==> src/rtl/psar_defines.svh <==
// offsets, field positions and reset values of the phy status register bank
`ifndef PSAR_DEFINES_SVH
`define PSAR_DEFINES_SVH

// register indices; byte address is four times the index
`define PSAR_IDX_STATUS   4'h1
`define PSAR_IDX_ID_HIGH  4'h2
`define PSAR_IDX_ID_LOW   4'h3
`define PSAR_IDX_ADV      4'h4
`define PSAR_IDX_PARTNER  4'h5
`define PSAR_IDX_EXPAN    4'h6
`define PSAR_IDX_IRQ_STAT 4'h8
`define PSAR_IDX_IRQ_CLR  4'h9
`define PSAR_IDX_IRQ_EN   4'ha

// basic status fields
`define PSAR_ST_CONST     16'h79c9
`define PSAR_ST_AN_DONE   5
`define PSAR_ST_RFAULT    4
`define PSAR_ST_LINK      2
`define PSAR_ST_JABBER    1

// advertisement
`define PSAR_ADV_RST      16'h01e1
`define PSAR_ADV_WMASK    16'hafff

// partner ability
`define PSAR_PARTNER_MASK 16'hefff

// expansion fields
`define PSAR_EX_CONST     16'h0004
`define PSAR_EX_PDFAULT   4
`define PSAR_EX_PARTNER_NP 3
`define PSAR_EX_PAGE      1
`define PSAR_EX_PARTNER_AN 0

// interrupt event bits
`define PSAR_EV_N         6
`define PSAR_EV_RFAULT    0
`define PSAR_EV_JABBER    1
`define PSAR_EV_LINKDOWN  2
`define PSAR_EV_PAGE      3
`define PSAR_EV_PDFAULT   4
`define PSAR_EV_AN_DONE   5

`endif

==> src/rtl/psar_pkg.sv <==
// types shared by the phy status register bank
package psar_pkg;
	typedef enum logic [1:0] {
		PSAR_OKAY   = 2'h0,
		PSAR_SLVERR = 2'h2
	} psar_resp_t;
endpackage : psar_pkg

==> src/rtl/psar_regs.sv <==
// phy status and auto-negotiation register bank behind an axi4-lite slave
//
// The AXI4-Lite interface to the registers was decided locally.
`timescale 1ns/100ps
`include "psar_defines.svh"

module psar_regs #(
	parameter int          ADDR_W   = 8,
	// identity values below are arbitrary
	parameter logic [15:0] OUI_HIGH = 16'h1234,
	parameter logic [5:0]  OUI_LOW  = 6'h15,
	parameter logic [5:0]  MODEL    = 6'h2a,
	parameter logic [3:0]  REVISION = 4'h3
) (
	input  wire logic              aclk,
	input  wire logic              aresetn,
	input  wire logic [ADDR_W-1:0] s_axi_awaddr,
	input  wire logic              s_axi_awvalid,
	output logic                   s_axi_awready,
	input  wire logic [31:0]       s_axi_wdata,
	input  wire logic [3:0]        s_axi_wstrb,
	input  wire logic              s_axi_wvalid,
	output logic                   s_axi_wready,
	output logic [1:0]             s_axi_bresp,
	output logic                   s_axi_bvalid,
	input  wire logic              s_axi_bready,
	input  wire logic [ADDR_W-1:0] s_axi_araddr,
	input  wire logic              s_axi_arvalid,
	output logic                   s_axi_arready,
	output logic [31:0]            s_axi_rdata,
	output logic [1:0]             s_axi_rresp,
	output logic                   s_axi_rvalid,
	input  wire logic              s_axi_rready,
	input  wire logic              remote_fault,
	input  wire logic              jabber,
	input  wire logic              link_up,
	input  wire logic              page_received,
	input  wire logic              parallel_fault,
	input  wire logic              an_complete,
	input  wire logic              link_partner_an_able,
	input  wire logic              link_partner_np_able,
	input  wire logic              link_partner_page_valid,
	input  wire logic [15:0]       link_partner_page,
	output logic [15:0]            adv_word,
	output logic                   irq
);

	function automatic logic psar_hit(input logic [ADDR_W-1:0] addr,
		input logic [3:0] idx);
		psar_hit = (addr[ADDR_W-1:2] == {{(ADDR_W-6){1'b0}}, idx});
	endfunction : psar_hit

	logic              awready_reg, wready_reg, bvalid_reg;
	logic              arready_reg, rvalid_reg, irq_reg;
	logic [1:0]        bresp_reg, rresp_reg;
	logic [31:0]       rdata_reg, wdata_reg;
	logic              aw_held_reg, w_held_reg;
	logic [ADDR_W-1:0] aw_addr_reg;
	logic [3:0]        wstrb_reg;
	logic [15:0]       adv_reg, adv_next, partner_reg;
	logic              rf_reg, jab_reg, link_reg, page_reg, pdf_reg;
	logic              an_done_reg, partner_an_reg, partner_np_reg;
	logic              rf_d_reg, jab_d_reg, link_up_d_reg;
	logic              page_d_reg, pdf_d_reg, an_d_reg;
	logic [`PSAR_EV_N-1:0] ista_reg, ien_reg, ev;
	logic              aw_take, w_take, ar_take, do_wr;
	logic              wr_adv, wr_clr, wr_en, wr_ok;
	logic              rd_status, rd_expan, rd_ok;
	logic [15:0]       rd_word, status_word, id_low_word, expan_word;

	assign s_axi_awready = awready_reg;
	assign s_axi_wready  = wready_reg;
	assign s_axi_bvalid  = bvalid_reg;
	assign s_axi_bresp   = bresp_reg;
	assign s_axi_arready = arready_reg;
	assign s_axi_rvalid  = rvalid_reg;
	assign s_axi_rdata   = rdata_reg;
	assign s_axi_rresp   = rresp_reg;
	assign adv_word      = adv_reg;
	assign irq           = irq_reg;

	assign aw_take = s_axi_awvalid & awready_reg;
	assign w_take  = s_axi_wvalid & wready_reg;
	assign ar_take = s_axi_arvalid & arready_reg;
	assign do_wr   = aw_held_reg & w_held_reg & ~bvalid_reg;

	// write decode; only adv, clear and enable take data
	assign wr_adv = do_wr & psar_hit(aw_addr_reg, `PSAR_IDX_ADV);
	assign wr_clr = do_wr & psar_hit(aw_addr_reg, `PSAR_IDX_IRQ_CLR);
	assign wr_en  = do_wr & psar_hit(aw_addr_reg, `PSAR_IDX_IRQ_EN);
	assign wr_ok  = psar_hit(aw_addr_reg, `PSAR_IDX_STATUS)
		| psar_hit(aw_addr_reg, `PSAR_IDX_ID_HIGH)
		| psar_hit(aw_addr_reg, `PSAR_IDX_ID_LOW)
		| psar_hit(aw_addr_reg, `PSAR_IDX_ADV)
		| psar_hit(aw_addr_reg, `PSAR_IDX_PARTNER)
		| psar_hit(aw_addr_reg, `PSAR_IDX_EXPAN)
		| psar_hit(aw_addr_reg, `PSAR_IDX_IRQ_STAT)
		| psar_hit(aw_addr_reg, `PSAR_IDX_IRQ_CLR)
		| psar_hit(aw_addr_reg, `PSAR_IDX_IRQ_EN);

	assign rd_status = ar_take & psar_hit(s_axi_araddr, `PSAR_IDX_STATUS);
	assign rd_expan  = ar_take & psar_hit(s_axi_araddr, `PSAR_IDX_EXPAN);

	// write address and data are taken in either order
	always_ff @(posedge aclk) begin
		if (!aresetn) begin
			awready_reg <= 1'b1;
			aw_held_reg <= 1'b0;
			aw_addr_reg <= '0;
		end else if (aw_take) begin
			awready_reg <= 1'b0;
			aw_held_reg <= 1'b1;
			aw_addr_reg <= s_axi_awaddr;
		end else if (do_wr) begin
			aw_held_reg <= 1'b0;
		end else if (bvalid_reg && s_axi_bready) begin
			awready_reg <= 1'b1;
		end
	end

	always_ff @(posedge aclk) begin
		if (!aresetn) begin
			wready_reg <= 1'b1;
			w_held_reg <= 1'b0;
			wdata_reg  <= '0;
			wstrb_reg  <= '0;
		end else if (w_take) begin
			wready_reg <= 1'b0;
			w_held_reg <= 1'b1;
			wdata_reg  <= s_axi_wdata;
			wstrb_reg  <= s_axi_wstrb;
		end else if (do_wr) begin
			w_held_reg <= 1'b0;
		end else if (bvalid_reg && s_axi_bready) begin
			wready_reg <= 1'b1;
		end
	end

	always_ff @(posedge aclk) begin
		if (!aresetn) begin
			bvalid_reg <= 1'b0;
			bresp_reg  <= psar_pkg::PSAR_OKAY;
		end else if (do_wr) begin
			bvalid_reg <= 1'b1;
			bresp_reg  <= wr_ok ? psar_pkg::PSAR_OKAY : psar_pkg::PSAR_SLVERR;
		end else if (bvalid_reg && s_axi_bready) begin
			bvalid_reg <= 1'b0;
		end
	end

	// advertisement: writable bits only, per byte lane
	always_comb begin
		adv_next = adv_reg;
		if (wstrb_reg[0]) begin
			adv_next[7:0] = wdata_reg[7:0];
		end
		if (wstrb_reg[1]) begin
			adv_next[15:8] = wdata_reg[15:8];
		end
		adv_next = adv_next & `PSAR_ADV_WMASK;
	end

	always_ff @(posedge aclk) begin
		if (!aresetn) begin
			adv_reg <= `PSAR_ADV_RST;
		end else if (wr_adv) begin
			adv_reg <= adv_next;
		end
	end

	// partner base page, captured when valid with bit 12 cleared
	always_ff @(posedge aclk) begin
		if (!aresetn) begin
			partner_reg <= '0;
		end else if (link_partner_page_valid) begin
			partner_reg <= link_partner_page & `PSAR_PARTNER_MASK;
		end
	end

	// latched status; an event in the read cycle survives the read
	always_ff @(posedge aclk) begin
		if (!aresetn) begin
			rf_reg   <= 1'b0;
			jab_reg  <= 1'b0;
			link_reg <= 1'b0;
		end else begin
			rf_reg   <= remote_fault | (rf_reg & ~rd_status);
			jab_reg  <= jabber | (jab_reg & ~rd_status);
			link_reg <= link_up & (link_reg | rd_status);
		end
	end

	always_ff @(posedge aclk) begin
		if (!aresetn) begin
			page_reg <= 1'b0;
			pdf_reg  <= 1'b0;
		end else begin
			page_reg <= page_received & (page_reg | rd_expan);
			pdf_reg  <= parallel_fault | (pdf_reg & ~rd_expan);
		end
	end

	always_ff @(posedge aclk) begin
		if (!aresetn) begin
			an_done_reg    <= 1'b0;
			partner_an_reg <= 1'b0;
			partner_np_reg <= 1'b0;
		end else begin
			an_done_reg    <= an_complete;
			partner_an_reg <= link_partner_an_able;
			partner_np_reg <= link_partner_np_able;
		end
	end

	assign status_word = `PSAR_ST_CONST
		| ({15'h0000, an_done_reg} << `PSAR_ST_AN_DONE)
		| ({15'h0000, rf_reg} << `PSAR_ST_RFAULT)
		| ({15'h0000, link_reg} << `PSAR_ST_LINK)
		| ({15'h0000, jab_reg} << `PSAR_ST_JABBER);

	assign id_low_word = {OUI_LOW, MODEL, REVISION};

	assign expan_word = `PSAR_EX_CONST
		| ({15'h0000, pdf_reg} << `PSAR_EX_PDFAULT)
		| ({15'h0000, partner_np_reg} << `PSAR_EX_PARTNER_NP)
		| ({15'h0000, page_reg} << `PSAR_EX_PAGE)
		| ({15'h0000, partner_an_reg} << `PSAR_EX_PARTNER_AN);

	// read decode
	always_comb begin
		rd_word = 16'h0000;
		rd_ok   = 1'b1;
		unique case (ADDR_W'(s_axi_araddr[ADDR_W-1:2]))
			ADDR_W'(`PSAR_IDX_STATUS):   rd_word = status_word;
			ADDR_W'(`PSAR_IDX_ID_HIGH):  rd_word = OUI_HIGH;
			ADDR_W'(`PSAR_IDX_ID_LOW):   rd_word = id_low_word;
			ADDR_W'(`PSAR_IDX_ADV):      rd_word = adv_reg;
			ADDR_W'(`PSAR_IDX_PARTNER):  rd_word = partner_reg;
			ADDR_W'(`PSAR_IDX_EXPAN):    rd_word = expan_word;
			ADDR_W'(`PSAR_IDX_IRQ_STAT): rd_word = {10'h000, ista_reg};
			ADDR_W'(`PSAR_IDX_IRQ_CLR):  rd_word = 16'h0000;
			ADDR_W'(`PSAR_IDX_IRQ_EN):   rd_word = {10'h000, ien_reg};
			default:                     rd_ok   = 1'b0;
		endcase
	end

	always_ff @(posedge aclk) begin
		if (!aresetn) begin
			arready_reg <= 1'b1;
			rvalid_reg  <= 1'b0;
			rdata_reg   <= '0;
			rresp_reg   <= psar_pkg::PSAR_OKAY;
		end else if (ar_take) begin
			arready_reg <= 1'b0;
			rvalid_reg  <= 1'b1;
			rdata_reg   <= {16'h0000, rd_word};
			rresp_reg   <= rd_ok ? psar_pkg::PSAR_OKAY : psar_pkg::PSAR_SLVERR;
		end else if (rvalid_reg && s_axi_rready) begin
			arready_reg <= 1'b1;
			rvalid_reg  <= 1'b0;
		end
	end

	// edge history for interrupt events
	always_ff @(posedge aclk) begin
		if (!aresetn) begin
			rf_d_reg      <= 1'b0;
			jab_d_reg     <= 1'b0;
			link_up_d_reg <= 1'b0;
			page_d_reg    <= 1'b0;
			pdf_d_reg     <= 1'b0;
			an_d_reg      <= 1'b0;
		end else begin
			rf_d_reg      <= remote_fault;
			jab_d_reg     <= jabber;
			link_up_d_reg <= link_up;
			page_d_reg    <= page_received;
			pdf_d_reg     <= parallel_fault;
			an_d_reg      <= an_complete;
		end
	end

	assign ev[`PSAR_EV_RFAULT]   = remote_fault & ~rf_d_reg;
	assign ev[`PSAR_EV_JABBER]   = jabber & ~jab_d_reg;
	assign ev[`PSAR_EV_LINKDOWN] = ~link_up & link_up_d_reg;
	assign ev[`PSAR_EV_PAGE]     = page_received & ~page_d_reg;
	assign ev[`PSAR_EV_PDFAULT]  = parallel_fault & ~pdf_d_reg;
	assign ev[`PSAR_EV_AN_DONE]  = an_complete & ~an_d_reg;

	// sticky interrupt status; a new event beats a clear
	for (genvar i = 0; i < `PSAR_EV_N; i++) begin : g_ista
		always_ff @(posedge aclk) begin
			if (!aresetn) begin
				ista_reg[i] <= 1'b0;
			end else begin
				ista_reg[i] <= ev[i]
					| (ista_reg[i] & ~(wr_clr & wstrb_reg[0] & wdata_reg[i]));
			end
		end
	end

	always_ff @(posedge aclk) begin
		if (!aresetn) begin
			ien_reg <= '0;
		end else if (wr_en && wstrb_reg[0]) begin
			ien_reg <= wdata_reg[`PSAR_EV_N-1:0];
		end
	end

	always_ff @(posedge aclk) begin
		if (!aresetn) begin
			irq_reg <= 1'b0;
		end else begin
			irq_reg <= |(ista_reg & ien_reg);
		end
	end
endmodule : psar_regs

==> config.mk <==
export PLATFORM = sky130hd
export DESIGN_NAME = psar_regs
export DESIGN_NICKNAME = d
export VERILOG_FILES = /design/src/rtl/psar_pkg.sv /design/src/rtl/psar_regs.sv
export VERILOG_INCLUDE_DIRS = /design/src /design/src/rtl
export SDC_FILE = /design/constraint.sdc
export NUM_CORES = 1
export LEC_CHECK = 0
export BUFFER_PORTS_ARGS = -buffer_cell sky130_fd_sc_hd__buf_4
export CORE_ASPECT_RATIO = 0.75
export CORE_MARGIN = 3
export CORE_UTILIZATION = 45
export DETAILED_ROUTE_END_ITERATION = 8
export PLACE_DENSITY_LB_ADDON = 0.08
export SETUP_SLACK_MARGIN = 0.15
export SLEW_MARGIN = 20
export SYNTH_ARGS = -nofsm -noshare
export SYNTH_HDL_FRONTEND = slang
export SYNTH_SLANG_ARGS = --single-unit
==> constraint.sdc <==
create_clock -name aclk -period 1.85 [get_ports aclk]
set_input_delay 0.185 -clock aclk [delete_from_list [all_inputs] [get_ports aclk]]
set_output_delay 0.185 -clock aclk [all_outputs]
set_load 0.02 [all_outputs]
# Word level (Yosys, flattened, before mapping)
# Index checks and enable logic that the tools add are counted.
[word_totals]
register_bits = 108
out_inout_bits = 58
word_cells = 164
[classes]
eq_ne = 20
mux = 17
n_bitwise = 75
n_reduce_logical = 15
[ops]
columns = ["cell", "n"]
rows = [
  ["$pmux 16 s8", 1],
  ["$eq 6x3->1 const B", 6],
  ["$eq 6x4->1 const B", 6],
  ["$and 1x1->1", 34],
  ["$eq 6x2->1 const B", 4],
  ["$or 1x1->1", 19],
  ["$not 1->1", 15],
  ["$or 15x2->15", 1],
  ["$or 15x3->15", 1],
  ["$or 15x5->15", 1],
  ["$mux 1", 14],
  ["$eq 6x1->1 const B", 2],
  ["$reduce_bool 2->1", 6],
  ["$reduce_or 9->1", 1],
  ["$reduce_and 2->1", 4],
  ["$and 6x6->6", 1],
  ["$reduce_or 6->1", 1],
  ["$or 5x1->5", 1],
  ["$or 5x2->5", 1],
  ["$or 5x4->5", 1],
  ["$mux 2", 2],
  ["$ne 2x2->1 const B", 2],
  ["$logic_and 1x1->1", 3],
]

# Logic depth before layout (Yosys ltp)
[logic_depth]
depth_word = 10
mapped_depth = 6
mapped_depth_nobuf = 4

# Worst setup path before layout
# Ideal clock, no wire load.
[synth_timing]
kind = "flip-flop to flip-flop"
from = "register bvalid_reg (netlist: s_axi_bvalid)"
to = "register adv_reg[6] (netlist: adv_word[6])"
setup_time_ps = 128
arrival_time_ps = 1555
t_required_ps = 1722
slack_ps = 166
stages_incl_launch_ff = 7
path_cell_list = "dfxtp_1 nand3b_4 or4_1 buf_2 buf_6 mux2i_1 nand2_1"
[synth_via]
elab_chain_len = 4
[synth_rtl]
columns = ["element", "line_no", "text"]
rows = [
  ["from (decl)", "psar_regs.sv:53", "logic awready_reg, wready_reg, bvalid_reg;"],
  ["from (signal assigned)", "psar_regs.sv:141", "bvalid_reg <= 1'b0;"],
  ["from (signal assigned)", "psar_regs.sv:144", "bvalid_reg <= 1'b1;"],
  ["from (signal assigned)", "psar_regs.sv:147", "bvalid_reg <= 1'b0;"],
  ["$not 1->1", "psar_regs.sv:85", "assign do_wr = aw_held_reg & w_held_reg & ~bvalid_reg;"],
  ["$and 1x1->1", "psar_regs.sv:85", ""],
  ["$and 1x1->1", "psar_regs.sv:88", "assign wr_adv = do_wr & psar_hit(aw_addr_reg, `PSAR_IDX_ADV);"],
  ["$reduce_and 2->1 (no source line)", "n/a", ""],
  ["to (signal assigned)", "psar_regs.sv:165", "adv_reg <= `PSAR_ADV_RST;"],
  ["to (signal assigned)", "psar_regs.sv:167", "adv_reg <= adv_next;"],
  ["to (decl)", "psar_regs.sv:60", "logic [15:0] adv_reg, adv_next, partner_reg;"],
]
# Every way passes these cells.
# A chain may end at the register's enable or synchronous reset.

# Final worst setup path
[layout_timing]
from = "register aw_addr_reg[7]"
to = "register adv_reg[7] (netlist: adv_word[7])"
[layout_via]
elab_chain_len = 3
[layout_rtl]
columns = ["element", "line_no", "text"]
rows = [
  ["from (decl)", "psar_regs.sv:58", "logic [ADDR_W-1:0] aw_addr_reg;"],
  ["from (signal assigned)", "psar_regs.sv:113", "aw_addr_reg <= s_axi_awaddr;"],
  ["$eq 6x3->1", "psar_regs.sv:50", "psar_hit = (addr[ADDR_W-1:2] == {{(ADDR_W-6){1'b0}}, idx});"],
  ["$and 1x1->1", "psar_regs.sv:88", ""],
  ["$reduce_and 2->1 (no source line)", "n/a", ""],
]
# Every way passes these cells.

==> Implementation_results.wiki <==
{| class="wikitable"
! Metric !! Value
|-
| Outcome || completed
|-
| Number of max-capacitance violations reported || 0
|-
| H-tree depth reported by CTS || 3
|-
| Flip-flop count of the largest register, all copies and words added || 16
|-
| Number of global-route vias before repair || around 3500
|-
| Type of destination of the critical path || flip-flop
|-
| Clock period minus worst slack || approximately 1.6 ns
|-
| Wire length after detailed routing || approximately 11000 um
|-
| Endpoint arrival time on the critical path || between 1.5 and 2 ns
|-
| Antenna-violating nets left || 0
|-
| Routability cong. || roughly 0.87
|-
| Library cell contributing the largest single delay on the critical path || sky130_fd_sc_hd__or4_1
|-
| Setup CP Type || reg -> reg
|-
| Cell type with the highest aggregate area in the netlist || sky130_fd_sc_hd__dfxtp_1
|-
| Fraction of registers with async set or reset after synthesis || 0%
|-
| Length in cells of the worst reg-to-reg path || 5
|-
| Clock tree from TritonCTS || yes
|-
| Via-to-Cell Ratio || about 5.1
|-
| Area overhead of the layout relative to synthesis || 25.7%
|-
| Reg2reg start || aw_addr_reg[7]
|-
| IR drop worst, VDD || roughly 0.50 mV
|-
| Terminating pin of the worst hold path || partner_an_reg
|-
| Mapped Cells || between 500 and 600
|-
| Total global-route track usage || between 10% and 20%
|-
| Most common flop cell mapped by yosys || sky130_fd_sc_hd__dfxtp_1
|-
| Startpoint kind of the worst setup timing path || flip-flop
|-
| Peak clock frequency supported by timing || 0.624 GHz
|-
| Final clock skew || 0.0111 ns
|-
| Port bufs || 96
|-
| RSZ-0062 raised after global routing || no
|-
| Number of antenna violations at the first check in global routing || 0
|-
| Number of hold buffers added after CTS || 0
|-
| Clock net sink count || approximately 100
|-
| Number of CTS-inserted buffers || 9
|-
| Antenna Diode Count || 0
|-
| Series of cell instances along the critical path || or2_1 > or4_1 > buf_6 > mux2i_1 > nand2_1
|-
| Worst Tran Pin Value || ~0.60 ns
|-
| Count of distinct cell types in the synthesized netlist || 48
|-
| First-pass GRT wire length || ~17000 um
|-
| Setup total negative slack || 0 ns
|-
| Warnings, synthesis || 0
|-
| Share of the synthesized area in the top cell type || a little under half
|-
| Floorplan die height || around 91 um
|-
| Worst Path Required || between 2 and 2.5 ns
|-
| Buffer cell driving the clock tree root || sky130_fd_sc_hd__clkbuf_16
|-
| Die X || 119 um
|-
| Via Count || between 3000 and 4000
|-
| Die area || 10900 um2
|-
| Routed wire length per instance || between 10 and 15 um
|-
| Standard-cell row count || 30
|-
| Standard cell core area || a little over 9000 um2
|-
| #FFs+latches synth || roughly 100
|-
| Avg Inst Size Synth || between 8 and 9 um2
|-
| Fraction of layout cells with a size suffix above 1 || ~22%
|-
| Hold WC Path Type || in -> reg
|-
| Slew margin rel. || roughly three fifths
|-
| Area of the mapped netlist || roughly 4300 um2
|-
| Final core area utilization || between 50% and 60%
|-
| Worst hold path cell count || 2
|-
| Count of flip-flops with a built-in enable after synthesis || 0
|-
| Detail Placement HPWL || around 8000 um
|-
| Synth area leaders || sky130_fd_sc_hd__dfxtp_1 47%, sky130_fd_sc_hd__nand2_1 6.7%, sky130_fd_sc_hd__mux2i_1 6.7%
|-
| First-iteration detailed-routing DRC count || 204
|-
| Share of the cycle needed by the critical path after routing || between 80% and 90%
|-
| Register-to-register path setup slack || 0.25 ns
|-
| Worst Path Max Fanout || 12
|-
| Setup bufs post-CTS || 0
|-
| Maximum number of buffers from clock root to sink || 2
|-
| PwrDens || 905 nW/um2
|-
| Pin count of the biggest net entering global routing || 36
|-
| Setup-failing EPs final || 0
|-
| Origin of the worst min-delay path || link_partner_an_able
|-
| Clock latency on the worst-skew pair || 0.35 ns
|-
| Final #Nets || 675
|-
| CTS clk-pin slew, worst paths || ~0.070 ns
|-
| Final-report max-slew violation count || 0
|-
| Terminus of the critical flop-to-flop path || adv_word[7]
|-
| IO Pins || about 140
|-
| Sequential share of the synthesized area || a little under half
|-
| Residual overflow from global routing || 0
|-
| Final Hold Vio Count || 0
|-
| Effective utilization at floorplan || between 40% and 50%
|-
| Leak pwr || about 0.0023 uW
|-
| CP peak stage delay || between 0.5 and 0.6 ns
|-
| Detailed-routing iteration count for the pre-antenna-repair pass || 4
|-
| Number of remaining DRC errors || 0
|}
[routing by layer]
metal  track usage (%)  up-vias  share of wire [%]
met5                 0        -                  0
met4              5.91        0                1.4
met3              5.04       13                4.8
met2              31.6       90                 45
met1              26.8     1718                 49
li1                  -     1885                  -
[layout by cell type (no fill, tap or decap), types with 3 or more instances in the layout]
master and n:
sky130_fd_sc_hd__o22ai_1 3, sky130_fd_sc_hd__a21oi_1 43, sky130_fd_sc_hd__clkbuf_16 9, sky130_fd_sc_hd__nand2_1 78, sky130_fd_sc_hd__nand4_1 3, sky130_fd_sc_hd__clkbuf_8 3, sky130_fd_sc_hd__nand2b_1 6, sky130_fd_sc_hd__nand3_1 20
sky130_fd_sc_hd__nor2_1 34, sky130_fd_sc_hd__nor2b_1 10, sky130_fd_sc_hd__a22o_1 4, sky130_fd_sc_hd__o211ai_1 4, sky130_fd_sc_hd__nor3_1 4, sky130_fd_sc_hd__a21boi_0 8, sky130_fd_sc_hd__a22oi_1 4, sky130_fd_sc_hd__o21ai_0 27
sky130_fd_sc_hd__and2_1 10, sky130_fd_sc_hd__buf_4 110, sky130_fd_sc_hd__conb_1 20, sky130_fd_sc_hd__o21a_1 6, sky130_fd_sc_hd__a32oi_1 4, sky130_fd_sc_hd__mux2i_1 29, sky130_fd_sc_hd__dfxtp_1 101, sky130_fd_sc_hd__a32o_1 7
sky130_fd_sc_hd__nor4_1 5, sky130_fd_sc_hd__inv_1 11
[Yosys cell counts (5+ instances only)]
master / count
sky130_fd_sc_hd__o21ai_0: 27
sky130_fd_sc_hd__a32o_1: 7
sky130_fd_sc_hd__dfxtp_1: 102
sky130_fd_sc_hd__a21boi_0: 8
sky130_fd_sc_hd__a21oi_1: 43
sky130_fd_sc_hd__nand2_1: 78
sky130_fd_sc_hd__o21a_1: 6
sky130_fd_sc_hd__nor2b_1: 10
sky130_fd_sc_hd__nand3_1: 20
sky130_fd_sc_hd__and2_1: 10
sky130_fd_sc_hd__mux2i_1: 29
sky130_fd_sc_hd__buf_4: 21
sky130_fd_sc_hd__inv_1: 11
sky130_fd_sc_hd__nor2_1: 34
sky130_fd_sc_hd__nand2b_1: 6
sky130_fd_sc_hd__nor4_1: 5
sky130_fd_sc_hd__buf_2: 8
sky130_fd_sc_hd__clkbuf_1: 17
[through the flow]
| stage | hold slack, ns | instances | instance area (um2) | setup slack [ns] | total power (uW) |
|---|---|---|---|---|---|
| 2_1_floorplan | 0.302 | 520 | 4410 | 0.166 | 2730 |
| 3_3_place_gp | 0.397 | 708 | 5120 | 0.248 | 2900 |
| 3_5_place_dp | 0.401 | 708 | 5120 | 0.205 | 2910 |
| 4_1_cts | 0.0395 | 724 | 5460 | 0.196 | 4990 |
| 5_1_grt | 0.0365 | 724 | 5460 | 0.166 | 5150 |
| 6_report | 0.0512 | 724 | 5460 | 0.246 | 4940 |
[where the power goes]
part | leakage [uW] | switching (uW) | internal [uW] | total [uW]
logic | 0.00133 | 292 | 223 | 515
registers | 0.000836 | 64.6 | 2280 | 2350
clock network | 0.000166 | 783 | 1290 | 2080
[repair_timing]
action / 4_1_cts / 5_1_grt
gates resized for setup: 0 / 2
setup endpoints to repair: 0 / 2
endpoints found under the hold margin: 0 / 0
[cells by family (layout without fill, tap and decap cells)]
family | Yosys count | count (layout) | synth area share, %
AOI/OAI and AO/OA | 121 | 121 | 17.7
buffers and inverters | 62 | 138 | 7.58
DFF | 102 | 102 | 47.0
muxes | 31 | 31 | 7.20
other | 1 | 20 | 0.0863
and+or+nand+nor | 184 | 184 | 20.4
[critical path, delay by kind of cell, from the launching register on]
kind / cells / cell delay, ns
buffers and inverters: 1 / 0.17
flip-flops: 1 / 0.31
multiplexers: 1 / 0.15
AND/OR/NAND/NOR: 3 / 0.87
[final cells by class]
cell class / count / area, um2
clock buffer: 13 / 270
clock inverter: 3 / 65.1
multi-input combinational: 356 / 2040
timing repair buffer: 111 / 837
tap: 128 / 160
inverter: 11 / 41.3
fill: 899 / 3770
sequential: 102 / 2040
[worst max path at each step]
| stage | from | endpoint | slack, ns | depth (start not counted) |
|---|---|---|---|---|
| after floorplan | s_axi_bvalid | adv_word[6] | 0.17 | 6 |
| after global placement | s_axi_bvalid | adv_word[0] | 0.25 | 5 |
| after detailed placement | s_axi_bvalid | adv_word[7] | 0.21 | 5 |
| after CTS | s_axi_bvalid | adv_word[7] | 0.20 | 5 |
| after global routing | aw_addr_reg[6] | adv_word[7] | 0.17 | 5 |
| final | aw_addr_reg[7] | adv_word[7] | 0.25 | 5 |
Power figures use the tool's default switching activity.
